[src/aior_pkg.sv]
// Constants, register map, encodings and carrier types for the accessory I/O block.
// Assumes a 40 MHz system clock and a converter that delivers 8-bit codes on that clock.
package aior_pkg;

  // Clock and timing.
  localparam int unsigned CLK_HZ      = 40_000_000;
  localparam int unsigned RC_ON_US    = 1500;
  localparam int unsigned RC_ON_CYC   = RC_ON_US * (CLK_HZ / 1_000_000);
  localparam int unsigned WIDTH_W     = 20;

  // Analog scaling.
  localparam int unsigned ADC_FS_MV   = 5000;
  localparam int unsigned ADC_MAX     = 255;
  localparam int unsigned E_THR_MV    = 500;
  localparam logic [7:0]  E_THR_CODE  = 8'(E_THR_MV * ADC_MAX / ADC_FS_MV);
  localparam logic [7:0]  SPD_ZERO    = 8'h80;

  // Status field codes.
  localparam logic [7:0]  FIELD_OFF   = 8'h00;
  localparam logic [7:0]  FIELD_ON    = 8'h01;

  // Register byte offsets.
  localparam int unsigned ADDR_W      = 5;
  localparam logic [4:0]  OFF_CTRL    = 5'h00;
  localparam logic [4:0]  OFF_ACC     = 5'h04;
  localparam logic [4:0]  OFF_INPUTS  = 5'h08;
  localparam logic [4:0]  OFF_ANA12   = 5'h0c;
  localparam logic [4:0]  OFF_ANA34   = 5'h10;
  localparam logic [4:0]  OFF_FB      = 5'h14;
  localparam logic [4:0]  OFF_RC2     = 5'h18;
  localparam logic [4:0]  OFF_RC3     = 5'h1c;

  // Control register fields.
  localparam int unsigned CTRL_MODE_LSB = 0;
  localparam int unsigned CTRL_STOP_LSB = 2;
  localparam int unsigned CTRL_LOOP_LSB = 4;
  localparam int unsigned CTRL_ESRC_BIT = 6;
  localparam int unsigned ACC_ON_BIT    = 0;

  // Avalon responses.
  localparam logic [1:0]  RESP_OKAY   = 2'h0;
  localparam logic [1:0]  RESP_SLVERR = 2'h2;

  // Synchronised pin indices.
  localparam int unsigned PIN_E       = 0;
  localparam int unsigned PIN_F       = 1;
  localparam int unsigned PIN_STOP    = 2;
  localparam int unsigned PIN_ENC     = 3;
  localparam int unsigned NPIN        = 4;
  localparam logic [3:0]  PIN_RST     = 4'h7;

  typedef enum logic [1:0] {OP_SERIAL = 2'h0, OP_RC = 2'h1, OP_ANALOG = 2'h2} aior_op_t;
  typedef enum logic [1:0] {STOP_NONE = 2'h0, STOP_ESTOP = 2'h1, STOP_INVERT = 2'h2} aior_stop_t;
  typedef enum logic [1:0] {LOOP_OPEN = 2'h0, LOOP_SPEED = 2'h1, LOOP_POS = 2'h2} aior_loop_t;
  typedef enum logic [1:0] {BUS_IDLE = 2'b01, BUS_ACK = 2'b10} aior_bus_t;

  typedef struct packed {
    logic        read;
    logic        write;
    logic [4:0]  address;
    logic [31:0] writedata;
    logic [3:0]  byteenable;
  } aior_avs_req_t;

  typedef struct packed {
    logic [31:0] readdata;
    logic        waitrequest;
    logic [1:0]  response;
  } aior_avs_rsp_t;

  typedef struct packed {
    logic       valid;
    logic [1:0] chan;
    logic [7:0] code;
  } aior_adc_t;

  typedef struct packed {
    logic       valid;
    logic       speed;
    logic [7:0] cmd1;
    logic [7:0] cmd2;
    logic [7:0] fb1;
    logic [7:0] fb2;
  } aior_fb_t;

  typedef struct packed {
    aior_bus_t                 bus;
    aior_avs_rsp_t             rsp;
    logic [1:0]                op;
    logic [1:0]                stop;
    logic [1:0]                loop;
    logic                      esrc;
    logic                      acc_cmd;
    logic                      acc_on;
    logic [3:0]                s1;
    logic [3:0]                s2;
    logic [3:0]                s3;
    logic [3:0]                pin;
    logic [1:0]                prev;
    logic [1:0][WIDTH_W-1:0]   cnt;
    logic [1:0][WIDTH_W-1:0]   width;
    logic [3:0][7:0]           ana;
    logic                      estop;
    logic                      invert;
    aior_fb_t                  fb;
  } aior_state_t;

  localparam aior_state_t STATE_RST = '{
    bus:     BUS_IDLE,
    rsp:     '{readdata: 32'h0000_0000, waitrequest: 1'b1, response: 2'h0},
    s1:      PIN_RST,
    s2:      PIN_RST,
    s3:      PIN_RST,
    pin:     PIN_RST,
    prev:    2'h0,
    fb:      '0,
    default: '0
  };

endpackage

[src/aior_top.sv]
// Accessory output, digital input status and analog input routing of a motor controller.
// Assumes an Avalon-MM master on i_clk, raw pins from the connector and a converter on i_clk.
//
// How it works
// - In radio mode channel 3 pulse width switches the accessory output.
// - In serial mode software writes accessory on or off and it is applied.
// - Input E reported only without encoder and in serial or analog mode.
// - In radio mode the input E line is measured as channel 3 pulses.
// - Input E reads on when open, thanks to the pull-up; low reads off.
// - Input status holds three byte fields, the first being input E.
// - Every status field is either 00 (off) or 01 (on).
// - Second status field holds input F.
// - Third status field holds the stop or invert input, always available.
// - Input E from analog 4 reads 1 above 0.5 V, else 0.
// - Input F digital in serial or analog mode, channel 2 pulses in radio mode.
// - After reset the stop or invert input triggers no action.
// - Configured for invert and active, the motor controls are inverted.
// - Configured for neither, the stop or invert input is a plain readable input.
// - Stop or invert input is active low; grounded triggers, open reads on.
// - Analog inputs 1-2 and 3-4 are readable in any mode.
// - Position feedback from inputs 1-2, or 3-4 in analog mode with commands on 1-2.
// - Speed feedback uses the same input assignment as position feedback.
// - Mid-scale speed feedback means zero speed.
// - Zero volts is full reverse, full scale is full forward.
// - Each analog input is kept as an 8-bit code, 0 to 255.
`timescale 1ns/10ps

module aior_top #(
  parameter int unsigned P_RC_ON_CYC = aior_pkg::RC_ON_CYC
) (
  input  wire logic                  i_clk,
  input  wire logic                  i_rst_b,
  input  wire aior_pkg::aior_avs_req_t i_avs,
  output      aior_pkg::aior_avs_rsp_t o_avs,
  input  wire logic                  i_pin_e,
  input  wire logic                  i_pin_f,
  input  wire logic                  i_pin_stop,
  input  wire logic                  i_encoder_present,
  input  wire aior_pkg::aior_adc_t   i_adc,
  output      logic                  o_acc_on,
  output      logic                  o_estop,
  output      logic                  o_invert,
  output      aior_pkg::aior_fb_t    o_fb
);

  // A status field only ever carries one of two codes, never the raw level.
  function automatic logic [7:0] field_code(input logic on);
    field_code = on ? aior_pkg::FIELD_ON : aior_pkg::FIELD_OFF;
  endfunction

  function automatic logic addr_hit(input logic [4:0] addr);
    addr_hit = (addr == aior_pkg::OFF_CTRL)   || (addr == aior_pkg::OFF_ACC)   ||
               (addr == aior_pkg::OFF_INPUTS) || (addr == aior_pkg::OFF_ANA12) ||
               (addr == aior_pkg::OFF_ANA34)  || (addr == aior_pkg::OFF_FB)    ||
               (addr == aior_pkg::OFF_RC2)    || (addr == aior_pkg::OFF_RC3);
  endfunction

  logic                  rst_meta_q;
  logic                  rst_b_q;
  aior_pkg::aior_state_t q;
  aior_pkg::aior_state_t d;

  logic                  is_rc;
  logic                  is_analog;
  logic                  e_level;
  logic                  e_ok;
  logic                  f_ok;
  logic                  stop_active;
  logic [1:0]            lines;
  logic [31:0]           rd_mux;
  logic [7:0]            fb_a;
  logic [7:0]            fb_b;

  // The release of reset is synchronised so that no flop leaves reset on a different edge.
  always_ff @(posedge i_clk or negedge i_rst_b)
  begin
    if (!i_rst_b)
    begin
      rst_meta_q <= 1'b0;
      rst_b_q    <= 1'b0;
    end
    else
    begin
      rst_meta_q <= 1'b1;
      rst_b_q    <= rst_meta_q;
    end
  end

  always_comb
  begin
    d = q;

    // Three-stage synchroniser; a change counts only once stages two and three agree.
    d.s1 = {i_encoder_present, i_pin_stop, i_pin_f, i_pin_e};
    d.s2 = q.s1;
    d.s3 = q.s2;
    for (int i = 0; i < aior_pkg::NPIN; i++)
    begin
      if (q.s2[i] == q.s3[i])
      begin
        d.pin[i] = q.s3[i];
      end
    end

    is_rc     = (q.op == aior_pkg::OP_RC);
    is_analog = (q.op == aior_pkg::OP_ANALOG);

    // Pulse width capture: index 0 is channel 2 on line F, index 1 is channel 3 on line E.
    lines  = {q.pin[aior_pkg::PIN_E], q.pin[aior_pkg::PIN_F]};
    d.prev = lines;
    for (int k = 0; k < 2; k++)
    begin
      if (!is_rc)
      begin
        d.cnt[k]   = '0;
        d.width[k] = '0;
      end
      else if (lines[k])
      begin
        // The counter saturates rather than wraps, so a stuck-high line stays a long pulse.
        if (q.cnt[k] != '1)
        begin
          d.cnt[k] = q.cnt[k] + 1'b1;
        end
      end
      else
      begin
        if (q.prev[k])
        begin
          d.width[k] = q.cnt[k];
        end
        d.cnt[k] = '0;
      end
    end

    if (i_adc.valid)
    begin
      d.ana[i_adc.chan] = i_adc.code;
    end

    // Input E may come from the shared analog 4 code instead of the digital comparator.
    e_level = q.esrc ? (q.ana[3] > aior_pkg::E_THR_CODE)
                     : q.pin[aior_pkg::PIN_E];
    e_ok    = !q.pin[aior_pkg::PIN_ENC] && !is_rc;
    f_ok    = !is_rc;

    if (is_rc)
    begin
      d.acc_on = (q.width[1] > aior_pkg::WIDTH_W'(P_RC_ON_CYC));
    end
    else
    begin
      d.acc_on = q.acc_cmd;
    end

    stop_active = !q.pin[aior_pkg::PIN_STOP];
    d.estop     = (q.stop == aior_pkg::STOP_ESTOP) && stop_active;
    d.invert    = (q.stop == aior_pkg::STOP_INVERT) && stop_active;

    // Speed feedback is re-centred so that code 0x80 is zero, 0 full reverse, 255 full forward.
    if (is_analog)
    begin
      fb_a = q.ana[2];
      fb_b = q.ana[3];
    end
    else
    begin
      fb_a = q.ana[0];
      fb_b = q.ana[1];
    end
    d.fb.valid = (q.loop != aior_pkg::LOOP_OPEN);
    d.fb.speed = (q.loop == aior_pkg::LOOP_SPEED);
    d.fb.cmd1  = is_analog ? q.ana[0] : 8'h00;
    d.fb.cmd2  = is_analog ? q.ana[1] : 8'h00;
    if (q.loop == aior_pkg::LOOP_SPEED)
    begin
      d.fb.fb1 = fb_a ^ aior_pkg::SPD_ZERO;
      d.fb.fb2 = fb_b ^ aior_pkg::SPD_ZERO;
    end
    else if (q.loop == aior_pkg::LOOP_POS)
    begin
      d.fb.fb1 = fb_a;
      d.fb.fb2 = fb_b;
    end
    else
    begin
      d.fb.fb1 = 8'h00;
      d.fb.fb2 = 8'h00;
    end

    rd_mux = 32'h0000_0000;
    case (i_avs.address)
      aior_pkg::OFF_CTRL:
        rd_mux = {25'h0, q.esrc, q.loop, q.stop, q.op};
      aior_pkg::OFF_ACC:
        rd_mux = {31'h0, q.acc_on};
      aior_pkg::OFF_INPUTS:
        rd_mux = {8'h00,
                  field_code(q.pin[aior_pkg::PIN_STOP]),
                  field_code(f_ok && q.pin[aior_pkg::PIN_F]),
                  field_code(e_ok && e_level)};
      aior_pkg::OFF_ANA12:
        rd_mux = {16'h0000, q.ana[1], q.ana[0]};
      aior_pkg::OFF_ANA34:
        rd_mux = {16'h0000, q.ana[3], q.ana[2]};
      aior_pkg::OFF_FB:
        rd_mux = {q.fb.fb2, q.fb.fb1, q.fb.cmd2, q.fb.cmd1};
      aior_pkg::OFF_RC2:
        rd_mux = 32'(q.width[0]);
      aior_pkg::OFF_RC3:
        rd_mux = 32'(q.width[1]);
      default:
        rd_mux = 32'h0000_0000;
    endcase

    // One wait cycle: read data is captured on acceptance, writes land on the completing edge.
    case (q.bus)
      aior_pkg::BUS_IDLE:
      begin
        if (i_avs.read || i_avs.write)
        begin
          d.bus             = aior_pkg::BUS_ACK;
          d.rsp.waitrequest = 1'b0;
          d.rsp.readdata    = i_avs.read ? rd_mux : 32'h0000_0000;
          d.rsp.response    = addr_hit(i_avs.address) ? aior_pkg::RESP_OKAY
                                                      : aior_pkg::RESP_SLVERR;
        end
      end
      aior_pkg::BUS_ACK:
      begin
        d.bus             = aior_pkg::BUS_IDLE;
        d.rsp.waitrequest = 1'b1;
        if (i_avs.write && i_avs.byteenable[0])
        begin
          if (i_avs.address == aior_pkg::OFF_CTRL)
          begin
            d.op   = i_avs.writedata[aior_pkg::CTRL_MODE_LSB +: 2];
            d.stop = i_avs.writedata[aior_pkg::CTRL_STOP_LSB +: 2];
            d.loop = i_avs.writedata[aior_pkg::CTRL_LOOP_LSB +: 2];
            d.esrc = i_avs.writedata[aior_pkg::CTRL_ESRC_BIT];
          end
          else if ((i_avs.address == aior_pkg::OFF_ACC) && !is_rc)
          begin
            d.acc_cmd = i_avs.writedata[aior_pkg::ACC_ON_BIT];
          end
        end
      end
      default:
      begin
        d.bus             = aior_pkg::BUS_IDLE;
        d.rsp.waitrequest = 1'b1;
      end
    endcase
  end

  always_ff @(posedge i_clk or negedge rst_b_q)
  begin
    if (!rst_b_q)
    begin
      q <= aior_pkg::STATE_RST;
    end
    else
    begin
      q <= d;
    end
  end

  assign o_avs    = q.rsp;
  assign o_acc_on = q.acc_on;
  assign o_estop  = q.estop;
  assign o_invert = q.invert;
  assign o_fb     = q.fb;

endmodule // aior_top
[config.mk]
export PLATFORM = sky130hd
export DESIGN_NAME = aior_top
export DESIGN_NICKNAME = d
export VERILOG_FILES = /design/src/aior_pkg.sv /design/src/aior_top.sv
export SDC_FILE = /design/constraint.sdc
export NUM_CORES = 1
export LEC_CHECK = 0
export ABC_AREA = 0
export BUFFER_PORTS_ARGS = -buffer_cell sky130_fd_sc_hd__clkbuf_2
export CAP_MARGIN = 0
export CORE_MARGIN = 5
export CORE_UTILIZATION = 58
export CTS_BUF_LIST = sky130_fd_sc_hd__clkbuf_16
export DETAILED_ROUTE_END_ITERATION = 10
export GPL_ROUTABILITY_DRIVEN = 0
export MAX_ROUTING_LAYER = met4
export PLACE_DENSITY = 0.78
export SYNTH_ARGS = -nofsm -noshare
export SYNTH_HDL_FRONTEND = slang
export SYNTH_SLANG_ARGS = --single-unit
[constraint.sdc]
create_clock -name i_clk -period 7.15 [get_ports i_clk]
set_input_delay 1.0725 -clock i_clk [delete_from_list [all_inputs] [get_ports i_clk]]
set_output_delay 1.0725 -clock i_clk [all_outputs]
set_load 0.03 [all_outputs]
Yosys cells after proc, flatten, opt, wreduce, memory -nomap -nowiden --
Index checks and enable logic that the tools add are counted.
Operators by class: add/subtract/negate cells 2, magnitude comparators 4, equality and inequality tests 28, mux-type cells 32, bitwise operators 3, reduce and logical (&&, ||, !) cells 26
Operators with widths (number):
- one-hot mux 32 bit (8 select lines) | 1
- 2-to-1 mux 20 bit | 12
- adder 20 x 1 -> 20 bit (second input constant) | 2
- 2-to-1 mux 8 bit | 5
- inequality test 20 bit (second input constant) | 2
- 2-to-1 mux 37 bit | 1
- bitwise mux 32 bit | 1
- 2-to-1 mux 16 bit | 2
- 2-to-1 mux 32 bit | 1
- equality test 5 bit (second input constant) | 4
- > comparator 20 x 16 -> 1 bit (second input constant) | 1
- demux 8 bit (select 2 bit) | 1
- equality test 5 x 4 -> 1 bit (second input constant) | 2
- inequality test 2 bit (second input constant) | 5
- equality test 2 x 1 -> 1 bit (second input constant) | 4
- equality test 2 bit (second input constant) | 4
- > comparator 8 x 5 -> 1 bit (second input constant) | 1
- logical AND 1 bit | 8
- logical OR 1 bit | 8
- 2-to-1 mux 1 bit | 6
- inequality test 3 x 2 -> 1 bit (second input constant) | 2
- AND reduction 2 bit | 3
- equality test 5 x 3 -> 1 bit (second input constant) | 1
- logical NOT 5 bit | 1
- 9 further kinds | 17
Storage, ports and cells: bits in registers 214, input bits 60, word-level logic and storage cells 131

Logic depth before layout (Yosys ltp) --
depth in word-level cells 11, mapped depth 7

Worst setup path after synthesis --
OpenSTA, ideal clock, no wires.
path type input port to flip-flop, start point input i_avs[40] (netlist name), end point register q[168] (netlist name), setup time 0.125 ns, arrival time 2.429 ns, data required time 7.025 ns, slack 4.596 ns, cell stages on the path 3, buffers on the path 0, cells stage by stage or4_1 -> nor3_2 -> mux2_2
On the way: word-level cells in the longest chain between the ends 2
Ends and longest elaborated chain:
- start, declared | RTL line aior_top.sv:33 | input wire aior_pkg::aior_avs_req_t i_avs,
- logical NOT 5 bit | RTL line aior_top.sv:235 | if (i_avs.address == aior_pkg::OFF_CTRL)
- AND reduction 3 bit (no source line)
- end signal, assigned | RTL line aior_top.sv:260 | q <= aior_pkg::STATE_RST;
- end, declared | RTL line aior_top.sv:60 | aior_pkg::aior_state_t q;
No other way between the ends. A chain may end at the register's enable or synchronous reset.

Worst setup path in the final report --
start point input i_avs[39] (netlist name), end point register q (netlist bit o_avs[25])
On the way: word-level cells in the longest chain between the ends 3, elaborated cells on any way between the ends 10, classes of those cells 7 x eq/ne; 2 x mux; 1 x reduce/logical
Ends and longest elaborated chain:
- equality test 5 bit, or another cell as far along | RTL line aior_top.sv:192 | case (i_avs.address)
- one-hot mux 32 bit (8 select lines) * | RTL line aior_top.sv:192
- 2-to-1 mux 32 bit * | RTL line aior_top.sv:224 | d.rsp.readdata = i_avs.read ? rd_mux : 32'h0000_0000;
Mark *: on every way between the ends. The rest lies on a longest branch, timed or not.

==> results.toml <==
[yosys]
ys_types = 67
yosys_most_used_dff = "sky130_fd_sc_hd__dfrtp_1"
postSynthNetCount = 899
synth_top_area_cell = "sky130_fd_sc_hd__dfrtp_1"
syn-mean-instance-area_sq_um = 11.4
mappedNetlistArea_sq_um = 9580
synth_top_area_share = 0.520
async_flop_share = 1.00
synth_seq_area_share = 0.556
synth_enable_flop_cells = 0
yosys-top-cells-area = "sky130_fd_sc_hd__dfrtp_1 52%, sky130_fd_sc_hd__buf_4 5.5%, sky130_fd_sc_hd__a22o_1 4.8%, sky130_fd_sc_hd__mux2_2 4.7%, sky130_fd_sc_hd__dfstp_2 3.6%"
synthesis.yosys.warnings = 0
synth-seq-cells = 212
netlist_instances = 837

[die]
floorplan.die.height_um = 139
die_x_um = 139
placementRows = 47
initial_core_util = 0.584
die-area_sq_um = 19200
floorplan.core_area_sq_um = 16400
io_pins = 132

[finish]
stdcell_count = 1100
antenna-diode-count = 0
layout.nets = 927
layout-area-overhead-vs-synth_pct = 10.9
finish.utilization = 0.647
fin_area_sq_um = 10600
drive_above_1_share = 0.248
fill_cells = 1244

[sta]
skew_ps = 8.73
timing.final.max_slew_violations = 0
period_share = 0.449
setup_tns_ps = 0
timing.hold.ws_ps = 348
post-route-min-period_ps = 3210
fmax_mhz = 311
slew_headroom = 0.281
setup_repair_after_global_routing_missed_its_margin = "false"
max_slew.worst_pin.slew_ps = 1070
finalWorstSetupSlack_ps = 3940
finalSetupViolations = 0
finalHoldViolations = 0

[cts]
clock_latency_ps = 500
cts_num_sinks = 212
clock-root-buffer = "sky130_fd_sc_hd__clkbuf_16"
cts.repair.resized = 0
cts-root-to-sink-buffers = 3
h_tree_lvl_count = 1
cts-buffers-inserted = 22
postCtsSetupRepairBufs = 0
cts_tree = "built"
clk_pin_slew_worst_paths_ps = 60
ctsHoldBuffers = 0

[setup_path]
crit_slowest_cell = "sky130_fd_sc_hd__nor2_1"
timing.critical_path.from_type = "primary input"
path_depth = 5
critPathMaxStageDelay_ps = 850
arrival_ps = 3640
ordered_cell_list_for_the_critical_path = "clkbuf_2 > or4b_1 > nor2_1 > and3_1 > a22o_1"
cp_num_buf_inv = 1
timing.critical_path.to_type = "flop"
worst-path-max-fanout = 15
critPathTopFamily = "simple AND/OR/NAND/NOR gates"
critPathKind = "primary input to flop"
r2r_cells = 5
required_ps = 7570

[flow_run]
maxCapViolCount = 0

[placement]
number_of_placed_instances_taps_included = 1061
detailed_place.area_sq_um = 9770
place_worst_setup_slack_ps = 3470
numPortBuffers = 102
place_hpwl_mm = 16.0

[drt]
num_vias = 6795
ant_nets = 0
drt-initial-drc-count = 705
firstDrtPassIters = 5
detail_route.wirelength_mm = 23.5
vias_per_cell = 6.18
remaining_drc_errors = 0
routed_wire_length_per_instance_um = 21.3

[grt]
grt_first_pass_wirelength_mm = 37.8
grt_util_all_layers = 0.249
grt_pass1_vias = 6814
grt-ovfl-total = 0
grt_start_max_net_pins = 155
antenna_found_initial = 0

[pwr]
total_power_mw = 2.93
powerDensity_nw_per_um2 = 276
peakVddDrop_mv = 0.157
swShare = 0.242
p_int_mw = 2.22
p_leak_nw = 4.85
switching_pwr_mw = 0.708
part_of_the_total_power_dissipated_in_the_clock_network = 0.456
combPwrFrac = 0.084
seq_power_share = 0.460

[hold_path]
min_path_type = "flop to flop"
hold_path_depth = 0

[status]
outcome = "finished, final reports clean"
## power groups by stage
stage / clock [mW] / combinational, mW / sequential, mW
floorplan: 0 / 0.187 / 1.35
global placement: 0 / 0.240 / 1.36
detailed placement: 0 / 0.244 / 1.36
CTS: 1.36 / 0.249 / 1.35
global route: 1.41 / 0.269 / 1.36
finish: 1.34 / 0.246 / 1.35
## placed cells by master, fill, tap and decap left out, drive strengths merged, types with 19 or more instances in the layout
cell type  instances
a21oi             34
dfrtp            199
a22oi             19
mux2              40
clkbuf           125
nor2              49
nand3             24
nand2             69
a22o              53
xnor2             26
## worst reg2reg max path: cells and delay by family (launching register included)
kind / cells / cell delay (ps)
DFF: 1 / 620
and+or+nand+nor: 3 / 1770
AOI/OAI and AO/OA: 2 / 360
## state kept, by name, indices dropped and copies added (netlist names)
register,flops
o_estop,1
d,10
o_acc_on,1
o_avs,33
rst_meta_q,1
o_invert,1
rst_b_q,1
o_fb,34
q,130
## cell type report
type	instances	area, sq um	area share
clock inverter	16	279	0.0263
inverter	10	37.5	0.00353
clock buffer	23	576	0.0542
sequential	212	5330	0.501
tap	220	275	0.0259
multi-input combinational	512	3570	0.336
timing repair buffer	107	561	0.0528
## metal layers
metal,track usage,vias up,share of wire
met3,0.0397,51,0.070
met1,0.330,3433,0.41
met4,0.0905,0,0.035
met2,0.395,304,0.48
met5,-,-,0
li1,-,3007,-
## logic make-up after synthesis
logic type      share of synthesized area
simple gates                        0.131
flops                               0.556
compound gates                      0.142
buf+inv                            0.0724
mux                                0.0658
xor+xnor                           0.0256
fa+ha+maj                         0.00679
other cells                      0.000784
## cell usage after synthesis (all sizes together), types with 3 or more instances
library cell,instances
nor4b,3
nor2b,5
nor2,49
or4b,3
a21oi,34
a22o,53
clkbuf,26
o22ai,7
nor3b,9
maj3,4
a22oi,19
mux2i,18
mux2,40
dfrtp,199
nor3,8
nand3,24
nand2,69
or3,4
inv,9
a221oi,7
a31oi,13
a211oi,9
nand4,8
o21ai,17
buf,77
and2,18
nand3b,3
dfstp,13
a21o,9
nor4,12
and3,6
nand2b,3
xnor2,26
o211ai,3
## final timing paths
kind,from,slack (ps),endpoint
setup / recovery,i_avs[39],3940,o_avs[25]
hold / removal,rst_meta_q,350,rst_b_q
setup reg to reg,d[149],4350,q[140]
hold reg to reg,rst_meta_q,350,rst_b_q
max in group asynchronous,rst_b_q,5530,o_avs[30]
min in group asynchronous,i_rst_b,360,rst_b_q
Power figures use the tool's default switching activity.
